**config.mk**
```make
export PLATFORM = sky130hd
export DESIGN_NAME = usb_serial_bridge_ports
export DESIGN_NICKNAME = d
export VERILOG_FILES = /design/src/bridge_pkg.sv /design/src/byte_fifo.sv /design/src/ttl_uart.sv /design/src/usb_serial_bridge_ports.sv
export SDC_FILE = /design/constraint.sdc
export NUM_CORES = 1
export LEC_CHECK = 0
export BUFFER_PORTS_ARGS = -buffer_cell sky130_fd_sc_hd__buf_2
export CAP_MARGIN = 20
export CORE_MARGIN = 2
export CORE_UTILIZATION = 50
export DETAILED_ROUTE_END_ITERATION = 12
export GPL_ROUTABILITY_DRIVEN = 0
export HOLD_SLACK_MARGIN = 0.12
export PLACE_DENSITY = 0.66
export SLEW_MARGIN = 20
export SYNTH_ARGS = -nofsm -noshare
export SYNTH_HDL_FRONTEND = slang
export SYNTH_SLANG_ARGS = --single-unit
```
**constraint.sdc**
```tcl
create_clock -name clk_sys_in -period 134.2 [get_ports clk_sys_in]
set_input_delay 26.84 -clock clk_sys_in [delete_from_list [all_inputs] [get_ports clk_sys_in]]
set_output_delay 26.84 -clock clk_sys_in [all_outputs]
set_load 0.02 [all_outputs]
```
**src/bridge_pkg.sv**
```systemverilog
// Purpose: shared constants for the two-channel usb serial bridge
// Assumes: 50 MHz system clock, 8N1 framing on the ttl channel
// Notes: baud table index is what the host selects
`default_nettype none
package bridge_pkg;
  localparam int unsigned CLK_HZ        = 50_000_000;
  localparam int          BYTE_W        = 8;
  localparam int          FIFO_DEPTH    = 16;
  localparam int          DIV_W         = 18;
  localparam int          SEL_W         = 4;
  localparam int          NUM_RATES     = 11;
  localparam int          FRAME_BITS    = 8;
  localparam int unsigned MIN_BAUD      = 300;
  localparam int unsigned MAX_BAUD      = 115200;
  localparam int unsigned BAUD_TABLE [0:NUM_RATES-1] =
    '{300, 600, 1200, 2400, 4800, 9600, 14400, 19200, 38400, 57600, 115200};
  localparam logic [SEL_W-1:0] BAUD_SEL_RESET = 4'h5;
  localparam logic        RTS_RESET     = 1'b0;
  localparam logic        DTR_RESET     = 1'b0;
  localparam logic        LINE_IDLE     = 1'b1;
  localparam logic        START_LEVEL   = 1'b0;
  localparam logic        STOP_LEVEL    = 1'b1;

  // clock cycles per bit, rounded to nearest
  function automatic logic [DIV_W-1:0] baud_div(input int unsigned clk_hz, input int unsigned baud);
    int unsigned q;
    q = (clk_hz + baud / 2) / baud;
    return q[DIV_W-1:0];
  endfunction : baud_div
endpackage : bridge_pkg
`default_nettype wire

```
**src/byte_fifo.sv**
```systemverilog
// Purpose: synchronous fifo with valid/ready on both sides
// Assumes: one clock, clock enable freezes all state
// Notes: depth must be a power of two
`timescale 1ns/1ps
`default_nettype none
module byte_fifo #(
  parameter int WIDTH = 8,
  parameter int DEPTH = 16
) (
  // clock and reset
  input  wire logic             clk_sys_in,
  input  wire logic             rst_in,
  input  wire logic             clk_en_in,
  // fill side
  input  wire logic [WIDTH-1:0] wr_data_in,
  input  wire logic             wr_valid_in,
  output logic                  wr_ready_out,
  // drain side
  output logic      [WIDTH-1:0] rd_data_out,
  output logic                  rd_valid_out,
  input  wire logic             rd_ready_in
);
  localparam int AW = $clog2(DEPTH);

  logic [WIDTH-1:0] mem [0:DEPTH-1];
  logic [AW-1:0]    wr_ptr;
  logic [AW-1:0]    rd_ptr;
  logic [AW:0]      count;

  wire full    = (count == (AW+1)'(DEPTH));
  wire empty   = (count == '0);
  wire push    = wr_valid_in && !full && clk_en_in;
  wire pop     = rd_ready_in && !empty && clk_en_in;

  assign wr_ready_out = !full;
  assign rd_valid_out = !empty;
  assign rd_data_out  = mem[rd_ptr];

  always_ff @(posedge clk_sys_in) begin
    if (push) begin
      mem[wr_ptr] <= wr_data_in;
    end
  end

  always_ff @(posedge clk_sys_in) begin
    if (rst_in) begin
      wr_ptr <= '0;
      rd_ptr <= '0;
      count  <= '0;
    end else begin
      if (push) wr_ptr <= wr_ptr + 1'b1;
      if (pop)  rd_ptr <= rd_ptr + 1'b1;
      if (push && !pop) count <= count + 1'b1;
      else if (pop && !push) count <= count - 1'b1;
    end
  end
endmodule : byte_fifo
`default_nettype wire

```
**src/ttl_uart.sv**
```systemverilog
// Purpose: 8N1 serialiser and deserialiser with runtime bit divisor
// Assumes: divisor at least 2 cycles per bit
// Notes: rx line passes four flops before use
`timescale 1ns/1ps
`default_nettype none
module ttl_uart
  import bridge_pkg::*;
(
  // clock and reset
  input  wire logic              clk_sys_in,
  input  wire logic              rst_in,
  input  wire logic              clk_en_in,
  // bit period in clocks
  input  wire logic [DIV_W-1:0]  div_in,
  // transmit byte stream
  input  wire logic [BYTE_W-1:0] tx_data_in,
  input  wire logic              tx_valid_in,
  output logic                   tx_ready_out,
  // received byte stream, one-cycle strobe
  output logic      [BYTE_W-1:0] rx_data_out,
  output logic                   rx_valid_out,
  // serial lines
  output logic                   tx_line_out,
  input  wire logic              rx_line_in
);
  typedef enum logic [3:0] {
    S_IDLE  = 4'b0001,
    S_START = 4'b0010,
    S_DATA  = 4'b0100,
    S_STOP  = 4'b1000
  } uart_state_t;

  uart_state_t      tx_state;
  logic [DIV_W-1:0] tx_cnt;
  logic [2:0]       tx_bit;
  logic [BYTE_W-1:0] tx_shift;

  uart_state_t      rx_state;
  logic [DIV_W-1:0] rx_cnt;
  logic [2:0]       rx_bit;
  logic [2:0]       rx_sync;
  logic             rx_level;

  wire [DIV_W-1:0] bit_last  = div_in - 1'b1;
  wire [DIV_W-1:0] half_last = (div_in >> 1) - 1'b1;
  wire             tx_tick   = (tx_cnt == '0);
  wire             rx_tick   = (rx_cnt == '0);

  assign tx_ready_out = (tx_state == S_IDLE);

  // transmitter
  always_ff @(posedge clk_sys_in) begin
    if (rst_in) begin
      tx_state    <= S_IDLE;
      tx_cnt      <= '0;
      tx_bit      <= '0;
      tx_shift    <= '0;
      tx_line_out <= LINE_IDLE;
    end else if (clk_en_in) begin
      tx_cnt <= tx_tick ? bit_last : tx_cnt - 1'b1;
      case (tx_state)
        S_IDLE: begin
          tx_line_out <= LINE_IDLE;
          if (tx_valid_in) begin
            tx_shift    <= tx_data_in;
            tx_cnt      <= bit_last;
            tx_line_out <= START_LEVEL;
            tx_state    <= S_START;
          end
        end
        S_START: begin
          if (tx_tick) begin
            tx_line_out <= tx_shift[0];
            tx_shift    <= tx_shift >> 1;
            tx_bit      <= '0;
            tx_state    <= S_DATA;
          end
        end
        S_DATA: begin
          if (tx_tick) begin
            if (tx_bit == 3'(FRAME_BITS-1)) begin
              tx_line_out <= STOP_LEVEL;
              tx_state    <= S_STOP;
            end else begin
              tx_line_out <= tx_shift[0];
              tx_shift    <= tx_shift >> 1;
              tx_bit      <= tx_bit + 1'b1;
            end
          end
        end
        default: begin
          if (tx_tick) begin
            tx_line_out <= LINE_IDLE;
            tx_state    <= S_IDLE;
          end
        end
      endcase
    end
  end

  // rx synchroniser, level moves once stages two and three agree
  always_ff @(posedge clk_sys_in) begin
    if (rst_in) begin
      rx_sync  <= {3{LINE_IDLE}};
      rx_level <= LINE_IDLE;
    end else if (clk_en_in) begin
      rx_sync <= {rx_sync[1:0], rx_line_in};
      if (rx_sync[1] == rx_sync[2]) rx_level <= rx_sync[2];
    end
  end

  // receiver, samples mid-bit
  always_ff @(posedge clk_sys_in) begin
    if (rst_in) begin
      rx_state     <= S_IDLE;
      rx_cnt       <= '0;
      rx_bit       <= '0;
      rx_data_out  <= '0;
      rx_valid_out <= 1'b0;
    end else if (clk_en_in) begin
      rx_valid_out <= 1'b0;
      rx_cnt       <= rx_tick ? bit_last : rx_cnt - 1'b1;
      case (rx_state)
        S_IDLE: begin
          if (rx_level == START_LEVEL) begin
            rx_cnt   <= half_last;
            rx_state <= S_START;
          end
        end
        S_START: begin
          if (rx_tick) begin
            rx_bit   <= '0;
            rx_state <= (rx_level == START_LEVEL) ? S_DATA : S_IDLE;
          end
        end
        S_DATA: begin
          if (rx_tick) begin
            rx_data_out <= {rx_level, rx_data_out[BYTE_W-1:1]};
            rx_bit      <= rx_bit + 1'b1;
            if (rx_bit == 3'(FRAME_BITS-1)) rx_state <= S_STOP;
          end
        end
        default: begin
          if (rx_tick) begin
            rx_valid_out <= (rx_level == STOP_LEVEL);
            rx_state     <= S_IDLE;
          end
        end
      endcase
    end
  end
endmodule : ttl_uart
`default_nettype wire

```
**src/usb_serial_bridge_ports.sv**
```systemverilog
// Purpose: two-channel bridge between usb host and local destinations
// Assumes: usb endpoint logic presents byte streams with valid/ready
// Notes: comm channel is a plain byte pipe, ttl channel is 8N1
`timescale 1ns/1ps
`default_nettype none
module usb_serial_bridge_ports
  import bridge_pkg::*;
#(
  parameter int unsigned CLK_FREQ_HZ = CLK_HZ,
  parameter int          DEPTH       = FIFO_DEPTH
) (
  // clock and reset
  input  wire logic              clk_sys_in,
  input  wire logic              rst_in,
  input  wire logic              clk_en_in,
  // host comm channel, host to main processor
  input  wire logic [BYTE_W-1:0] host_comm_data_in,
  input  wire logic              host_comm_valid_in,
  output logic                   host_comm_ready_out,
  // host comm channel, main processor to host
  output logic      [BYTE_W-1:0] host_comm_data_out,
  output logic                   host_comm_valid_out,
  input  wire logic              host_comm_ready_in,
  // host handshake line control
  input  wire logic              host_ctl_write_in,
  input  wire logic              host_rts_in,
  input  wire logic              host_dtr_in,
  // host ttl channel, host to tx line
  input  wire logic [BYTE_W-1:0] host_ttl_data_in,
  input  wire logic              host_ttl_valid_in,
  output logic                   host_ttl_ready_out,
  // host ttl channel, rx line to host
  output logic      [BYTE_W-1:0] host_ttl_data_out,
  output logic                   host_ttl_valid_out,
  input  wire logic              host_ttl_ready_in,
  // host ttl baud selection
  input  wire logic              host_baud_write_in,
  input  wire logic [SEL_W-1:0]  host_baud_sel_in,
  output logic      [SEL_W-1:0]  baud_sel_out,
  // main processor byte streams
  output logic      [BYTE_W-1:0] mcu_rx_data_out,
  output logic                   mcu_rx_valid_out,
  input  wire logic              mcu_rx_ready_in,
  input  wire logic [BYTE_W-1:0] mcu_tx_data_in,
  input  wire logic              mcu_tx_valid_in,
  output logic                   mcu_tx_ready_out,
  // main processor handshake line states
  output logic                   mcu_rts_out,
  output logic                   mcu_dtr_out,
  // ttl serial pins
  output logic                   ttl_tx_out,
  input  wire logic              ttl_rx_in,
  // ttl receive overflow, one-cycle strobe
  output logic                   ttl_rx_drop_out
);
  logic [SEL_W-1:0]  baud_sel;
  logic [DIV_W-1:0]  bit_div;
  logic [BYTE_W-1:0] tx_fifo_data;
  logic              tx_fifo_valid;
  logic              uart_tx_ready;
  logic [BYTE_W-1:0] rx_byte;
  logic              rx_strobe;
  logic              rx_fifo_ready;

  // only listed rates are accepted
  wire sel_ok  = (host_baud_sel_in < SEL_W'(NUM_RATES));
  wire sel_upd = host_baud_write_in && sel_ok;
  wire [DIV_W-1:0] next_bit_div = baud_div(CLK_FREQ_HZ, BAUD_TABLE[baud_sel]);

  assign baud_sel_out = baud_sel;

  // comm channel has no baud timing; fifos run at clock rate
  byte_fifo #(
    .WIDTH (BYTE_W),
    .DEPTH (DEPTH)
  ) u_comm_down (
    .clk_sys_in   (clk_sys_in),
    .rst_in       (rst_in),
    .clk_en_in    (clk_en_in),
    .wr_data_in   (host_comm_data_in),
    .wr_valid_in  (host_comm_valid_in),
    .wr_ready_out (host_comm_ready_out),
    .rd_data_out  (mcu_rx_data_out),
    .rd_valid_out (mcu_rx_valid_out),
    .rd_ready_in  (mcu_rx_ready_in)
  );

  byte_fifo #(
    .WIDTH (BYTE_W),
    .DEPTH (DEPTH)
  ) u_comm_up (
    .clk_sys_in   (clk_sys_in),
    .rst_in       (rst_in),
    .clk_en_in    (clk_en_in),
    .wr_data_in   (mcu_tx_data_in),
    .wr_valid_in  (mcu_tx_valid_in),
    .wr_ready_out (mcu_tx_ready_out),
    .rd_data_out  (host_comm_data_out),
    .rd_valid_out (host_comm_valid_out),
    .rd_ready_in  (host_comm_ready_in)
  );

  // handshake line states held for the main processor
  always_ff @(posedge clk_sys_in) begin
    if (rst_in) begin
      mcu_rts_out <= RTS_RESET;
      mcu_dtr_out <= DTR_RESET;
    end else if (clk_en_in && host_ctl_write_in) begin
      mcu_rts_out <= host_rts_in;
      mcu_dtr_out <= host_dtr_in;
    end
  end

  // ttl baud selection and registered bit period
  always_ff @(posedge clk_sys_in) begin
    if (rst_in) begin
      baud_sel <= BAUD_SEL_RESET;
      bit_div  <= baud_div(CLK_FREQ_HZ, BAUD_TABLE[BAUD_SEL_RESET]);
    end else if (clk_en_in) begin
      if (sel_upd) baud_sel <= host_baud_sel_in;
      bit_div <= next_bit_div;
    end
  end

  byte_fifo #(
    .WIDTH (BYTE_W),
    .DEPTH (DEPTH)
  ) u_ttl_down (
    .clk_sys_in   (clk_sys_in),
    .rst_in       (rst_in),
    .clk_en_in    (clk_en_in),
    .wr_data_in   (host_ttl_data_in),
    .wr_valid_in  (host_ttl_valid_in),
    .wr_ready_out (host_ttl_ready_out),
    .rd_data_out  (tx_fifo_data),
    .rd_valid_out (tx_fifo_valid),
    .rd_ready_in  (uart_tx_ready)
  );

  ttl_uart u_uart (
    .clk_sys_in   (clk_sys_in),
    .rst_in       (rst_in),
    .clk_en_in    (clk_en_in),
    .div_in       (bit_div),
    .tx_data_in   (tx_fifo_data),
    .tx_valid_in  (tx_fifo_valid),
    .tx_ready_out (uart_tx_ready),
    .rx_data_out  (rx_byte),
    .rx_valid_out (rx_strobe),
    .tx_line_out  (ttl_tx_out),
    .rx_line_in   (ttl_rx_in)
  );

  byte_fifo #(
    .WIDTH (BYTE_W),
    .DEPTH (DEPTH)
  ) u_ttl_up (
    .clk_sys_in   (clk_sys_in),
    .rst_in       (rst_in),
    .clk_en_in    (clk_en_in),
    .wr_data_in   (rx_byte),
    .wr_valid_in  (rx_strobe),
    .wr_ready_out (rx_fifo_ready),
    .rd_data_out  (host_ttl_data_out),
    .rd_valid_out (host_ttl_valid_out),
    .rd_ready_in  (host_ttl_ready_in)
  );

  // a line byte arriving to a full buffer is lost, flagged here
  always_ff @(posedge clk_sys_in) begin
    if (rst_in) begin
      ttl_rx_drop_out <= 1'b0;
    end else if (clk_en_in) begin
      ttl_rx_drop_out <= rx_strobe && !rx_fifo_ready;
    end
  end
endmodule : usb_serial_bridge_ports
`default_nettype wire

```
==> results of run 1 <==
==> layout by cell type (no fill, tap or decap), types with 63 or more instances in the layout <==
master,instances
o21a_1,150
buf_4,63
o21ai_0,221
nand2b_1,77
a211oi_1,65
nand3_1,77
buf_2,77
mux4_2,159
inv_1,106
xnor2_1,134
a21o_1,140
edfxtp_1,512
o31ai_1,107
xor2_1,119
a21oi_1,328
dfxtp_1,161
nand2_1,431
ha_1,385
nor3_1,208
nor2_1,475
clkbuf_16,72
==> worst reg2reg max path, delay by kind of cell (launching register included) <==
| family | cells | cell delay [ns] |
|---|---|---|
| AOI/OAI and AO/OA | 211 | 46.19 |
| adders and majority gates | 27 | 8.40 |
| buffers and inverters | 11 | 2.24 |
| DFF | 1 | 0.52 |
| muxes | 9 | 3.48 |
| and+or+nand+nor | 97 | 19.50 |
==> area by class of cell <==
class / instances / area [um^2]
well taps: 1287 / 1610
clock inverters: 39 / 509
repair buffers: 141 / 870
inverters: 112 / 420
multi-input cells: 3967 / 29600
fillers: 8571 / 44600
flip-flops and latches: 677 / 18700
clock buffers: 91 / 1900
==> registers in the layout, indices dropped and copies added, names as in the netlist, 8 cells and up, named ones only <==
| name | cells |
|---|---|
| u_ttl_down.mem | 128 |
| u_uart.tx_shift | 8 |
| u_ttl_up.mem | 128 |
| u_uart.rx_data_out | 8 |
| u_uart.tx_cnt | 18 |
| u_comm_down.mem | 128 |
| bit_div | 18 |
| u_uart.rx_cnt | 18 |
| u_comm_up.mem | 128 |
==> worst paths after layout <==
path | slack [ns] | to | startpoint
worst max register to register | 53.65 | bit_div[0] | baud_sel_out[1]
worst max-delay path | 53.65 | bit_div[0] | baud_sel_out[1]
worst min register to register | 0.46 | mcu_dtr_out | mcu_dtr_out
worst min-delay path | 0.46 | mcu_dtr_out | mcu_dtr_out
==> routing by layer <==
layer / global-route usage / vias to the layer above / part of all wire
met4: 0.0699 / 0 / 0.026
met2: 0.400 / 1042 / 0.46
met5: 0 / - / 0
met1: 0.347 / 18700 / 0.46
met3: 0.0296 / 188 / 0.053
li1: - / 19000 / -
==> per-stage QoR <==
stage / setup slack (ns) / util / cells / area [um^2]
after floorplan: 60.43 / - / 4957 / 49400
after global placement: 57.16 / 0.521 / 6184 / 51200
after detailed placement: 54.81 / 0.521 / 6184 / 51200
after CTS: 54.56 / 0.546 / 6314 / 53600
after global routing: 46.72 / 0.546 / 6314 / 53600
final: 53.65 / 0.546 / 6314 / 53600
==> cell families after synthesis <==
group                    share of synthesized area
AO/OA/AOI/OAI                                0.184
XOR/XNOR                                    0.0452
adder cells (fa/ha/maj)                     0.0995
buffers and inverters                       0.0251
flip-flops                                   0.378
multiplexers                                0.0982
other                                     0.000152
AND/OR/NAND/NOR                              0.169
==> flow_metrics.tcl, run 1 <==
set metrics [dict create \
    max_cap_viol_count 0 \
    fin_nets 5401 \
    path_delay_family "compound AO/OA/AOI/OAI gates" \
    yosys_most_used_dff "edfxtp_1" \
    clock_skew_ns 0.0740 \
    outcome "finished, final reports clean" \
    numClockSinks 677 \
    cts_tree "yes" \
    synth.ff_latch_count 677 \
    end_kind "flop" \
    drtAntennaViolNets 0 \
    period_needed_ns 80.55 \
    start_util 0.503 \
    drive_above_1_share 0.118 \
    finalCritPeriodShare 0.600 \
    grt_max_degree 85 \
    yosysTopAreaCell "edfxtp_1" \
    port_buffers 79 \
    antenna_found_initial 0 \
    die_area_um2 101000 \
    cts-root-buf "clkbuf_16" \
    fin_tns_setup_ns 0 \
    post_cts.repair.setup_buffers 0 \
    finalHoldViolations 0 \
    overflow 0 \
    ioPinCount 80 \
    synthTopCellsByCount "edfxtp_1, nor2_1, nand2_1, ha_1, a21oi_1" \
    synth_area_per_cell_um2 9.98 \
    drt_wl_total_um 126000 \
    diodes 0 \
    netlist_instances 4948 \
    synth_area_um2 49400 \
    die_y_um 318 \
    worstSkewPairLatency_ns 0.65 \
    clkTransAtPathRegs_ns 0.07 \
    slew_violations 0 \
    critical_path_class "flop to flop" \
    netlist.area_leader.share 0.311 \
    yosys-top-cells-area "edfxtp_1, ha_1, mux4_2, dfxtp_1, nor2_1" \
    dp_hpwl_um 91700 \
    cts_hold_buffers 0 \
    rows 115 \
    rsz0062_at_grt "no" \
    fin_hold_ws_ns 0.458 \
    syn2layout_area_growth_pct 8.42 \
    cts_max_path_buffers 3 \
    cp.required_ns 134.68 \
    yosysMostFrequentCell "edfxtp_1" \
    wire_per_inst_um 20.0 \
    r2r_cells 355 \
    worst-path-buf-inv 11 \
    numCtsBuffers 71 \
    slew_headroom 0.374 \
    first_pass_iters 6 \
    start_kind "flop" \
    die_w_um 318 \
    grt_pass1_wl_um 204000 \
    via_count 38900 \
    synth_seq_area_share 0.378 \
    async_flop_share 0 \
    ys_warn_count 0 \
    crit_arrival_ns 81.04 \
    cpMaxStageDelayCell "a21oi_1" \
    whs_path_depth 2 \
    track_usage 0.246 \
    path_common_cell "o21a_1" \
    viasPerCell 6.17 \
    hp-class "flop to flop" \
    drc_errors 0 \
    path_depth 355 \
    grt_pass1_vias 37400 \
    fmax_ghz 0.0124 \
    timing.critical_path.fanout_max 34 \
    drt-initial-drc-count 3016 \
    post_cts_resized 0 \
    coreArea_um2 98100 \
    synth_edf_count 512 \
    htree_levels 3 \
    synthDistinctLibCells 132 \
    finalSetupViolCount 0 \
    slowest_delay_ns 0.75 \
    worst_pin_slew_ns 0.925 \
]
Power of run 1 is left out: the tool's default activity adds up to more than one toggle a clock period on the data nets, which glitch-free logic cannot reach.
==> run 2, diff against run 1 <==
==> constraint.sdc (replaced) <==
create_clock -name clk_sys_in -period 76.2 [get_ports clk_sys_in]
set_input_delay 15.24 -clock clk_sys_in [delete_from_list [all_inputs] [get_ports clk_sys_in]]
set_output_delay 15.24 -clock clk_sys_in [all_outputs]
set_load 0.02 [all_outputs]
==> flow_metrics.tcl, run 2 (synthesized netlist as in run 1, its figures left out) <==
set metrics [dict create \
    outcome "finished, final reports clean" \
    min_to "mcu_dtr_out" \
    dp_cells 6196 \
    whs_path_depth 2 \
    end_kind "flop" \
    drt-initial-drc-count 3149 \
    first_pass_iters 6 \
    antenna_found_initial 1 \
    cts-root-buf "clkbuf_16" \
    slew_violations 0 \
    finalHoldViolations 0 \
    cpMaxStageDelayCell "or4_4" \
    grt_pass1_vias 37700 \
    period_needed_ns 71.75 \
    port_buffers 79 \
    via_count 39500 \
    regArea_um2 18700 \
    start_kind "flop" \
    track_usage 0.249 \
    die_y_um 318 \
    drtAntennaViolNets 0 \
    drc_errors 0 \
    htree_levels 3 \
    fin_nets 5464 \
    stdcell_count 6381 \
    timing.rr.end "bit_div[0]" \
    fin_hold_ws_ns 0.460 \
    reg2reg_from "baud_sel_out[1]" \
    postPlaceCellArea_um2 51300 \
    r2r_cells 367 \
    reg2reg_setup_slack_ns 4.45 \
    wire_per_inst_um 20.5 \
    dp_hpwl_um 93400 \
    max_cap_viol_count 0 \
    die_w_um 318 \
    syn2layout_area_growth_pct 10.8 \
    hp-class "flop to flop" \
    timing.critical_path.fanout_max 29 \
    rows 115 \
    finalSetupViolCount 0 \
    fillers 8428 \
    ioPinCount 80 \
    die_area_um2 101000 \
    path_common_cell "o21a_1" \
    multiInputGateArea_um2 30200 \
    grt_pass1_wl_um 205000 \
    slowest_delay_ns 0.60 \
    numClockSinks 677 \
    viasPerCell 6.20 \
    slew_headroom 0.313 \
    clock_skew_ns 0.0486 \
    overflow 0 \
    worst-path-buf-inv 14 \
    cts_max_path_buffers 3 \
    final_common_cell "edfxtp_1" \
    min_from "mcu_dtr_out" \
    final_cell_mix "edfxtp_1, nor2_1, nand2_1, ha_1, a21oi_1" \
    cts_tree "yes" \
    cp.required_ns 76.68 \
    finalCritPeriodShare 0.942 \
    fin_area_um2 54700 \
    crit_arrival_ns 72.23 \
    coreArea_um2 98100 \
    worst_pin_slew_ns 1.03 \
    path_delay_family "compound AO/OA/AOI/OAI gates" \
    grt_max_degree 93 \
    numCtsBuffers 72 \
    worstSkewPairLatency_ns 0.63 \
    clkTransAtPathRegs_ns 0.06 \
    drt_wl_total_um 131000 \
    fmax_ghz 0.0139 \
    drive_above_1_share 0.149 \
    start_util 0.503 \
    critical_path_class "flop to flop" \
]
## run 2: timing repair
action / CTS / global route
gates resized for setup: 8 / 144
pin swaps: 2 / 21
cloned: 1 / 3
hold buffers: 0 / 0
setup buffers: 2 / 44
setup endpoints to repair: 1 / 3
## run 2: worst max path at each step
stage | slack, ns | startpoint | cells past startpoint | endpoint
6_report | 4.45 | baud_sel_out[1] | 367 | bit_div[0]
5_1_grt | -0.37 | baud_sel_out[1] | 369 | bit_div[0]
4_1_cts | 0.17 | baud_sel_out[1] | 353 | bit_div[0]
3_5_place_dp | -0.66 | baud_sel_out[1] | 352 | bit_div[0]
3_3_place_gp | 1.42 | baud_sel_out[1] | 357 | bit_div[0]
2_1_floorplan | 2.43 | baud_sel_out[2] | 386 | bit_div[0]
## run 2: through the flow
stage	utilization	worst slack, ns	TNS [ns]
detailed placement	0.522	-0.662	-0.662
finish	0.558	4.45	0
global route	0.558	-0.372	-0.372
floorplan	-	2.43	0
CTS	0.549	0.168	0
global placement	0.522	1.42	0
## run 2: worst min-delay path: cells and delay by family (launching register included)
family	cells	cell delay, ns
DFF	1	0.31
and+or+nand+nor	1	0.05
AOI/OAI and AO/OA	1	0.06
## run 2: final cells by class
class | count | area share
clock buffers | 91 | 0.0352
inverters | 112 | 0.00768
clock inverters | 43 | 0.0107
well taps | 1287 | 0.0294
multi-input cells | 3970 | 0.551
repair buffers | 200 | 0.0245
diodes | 1 | 0.0000457
flip-flops and latches | 677 | 0.341
## run 2: metal layers
metal,up-vias,GRT usage,share of wire
met1,19000,0.342,0.45
met4,0,0.0775,0.029
met2,1198,0.413,0.47
met5,-,0,0
met3,256,0.0299,0.055
li1,19100,-,-
Power of run 2 is left out for the same reason.
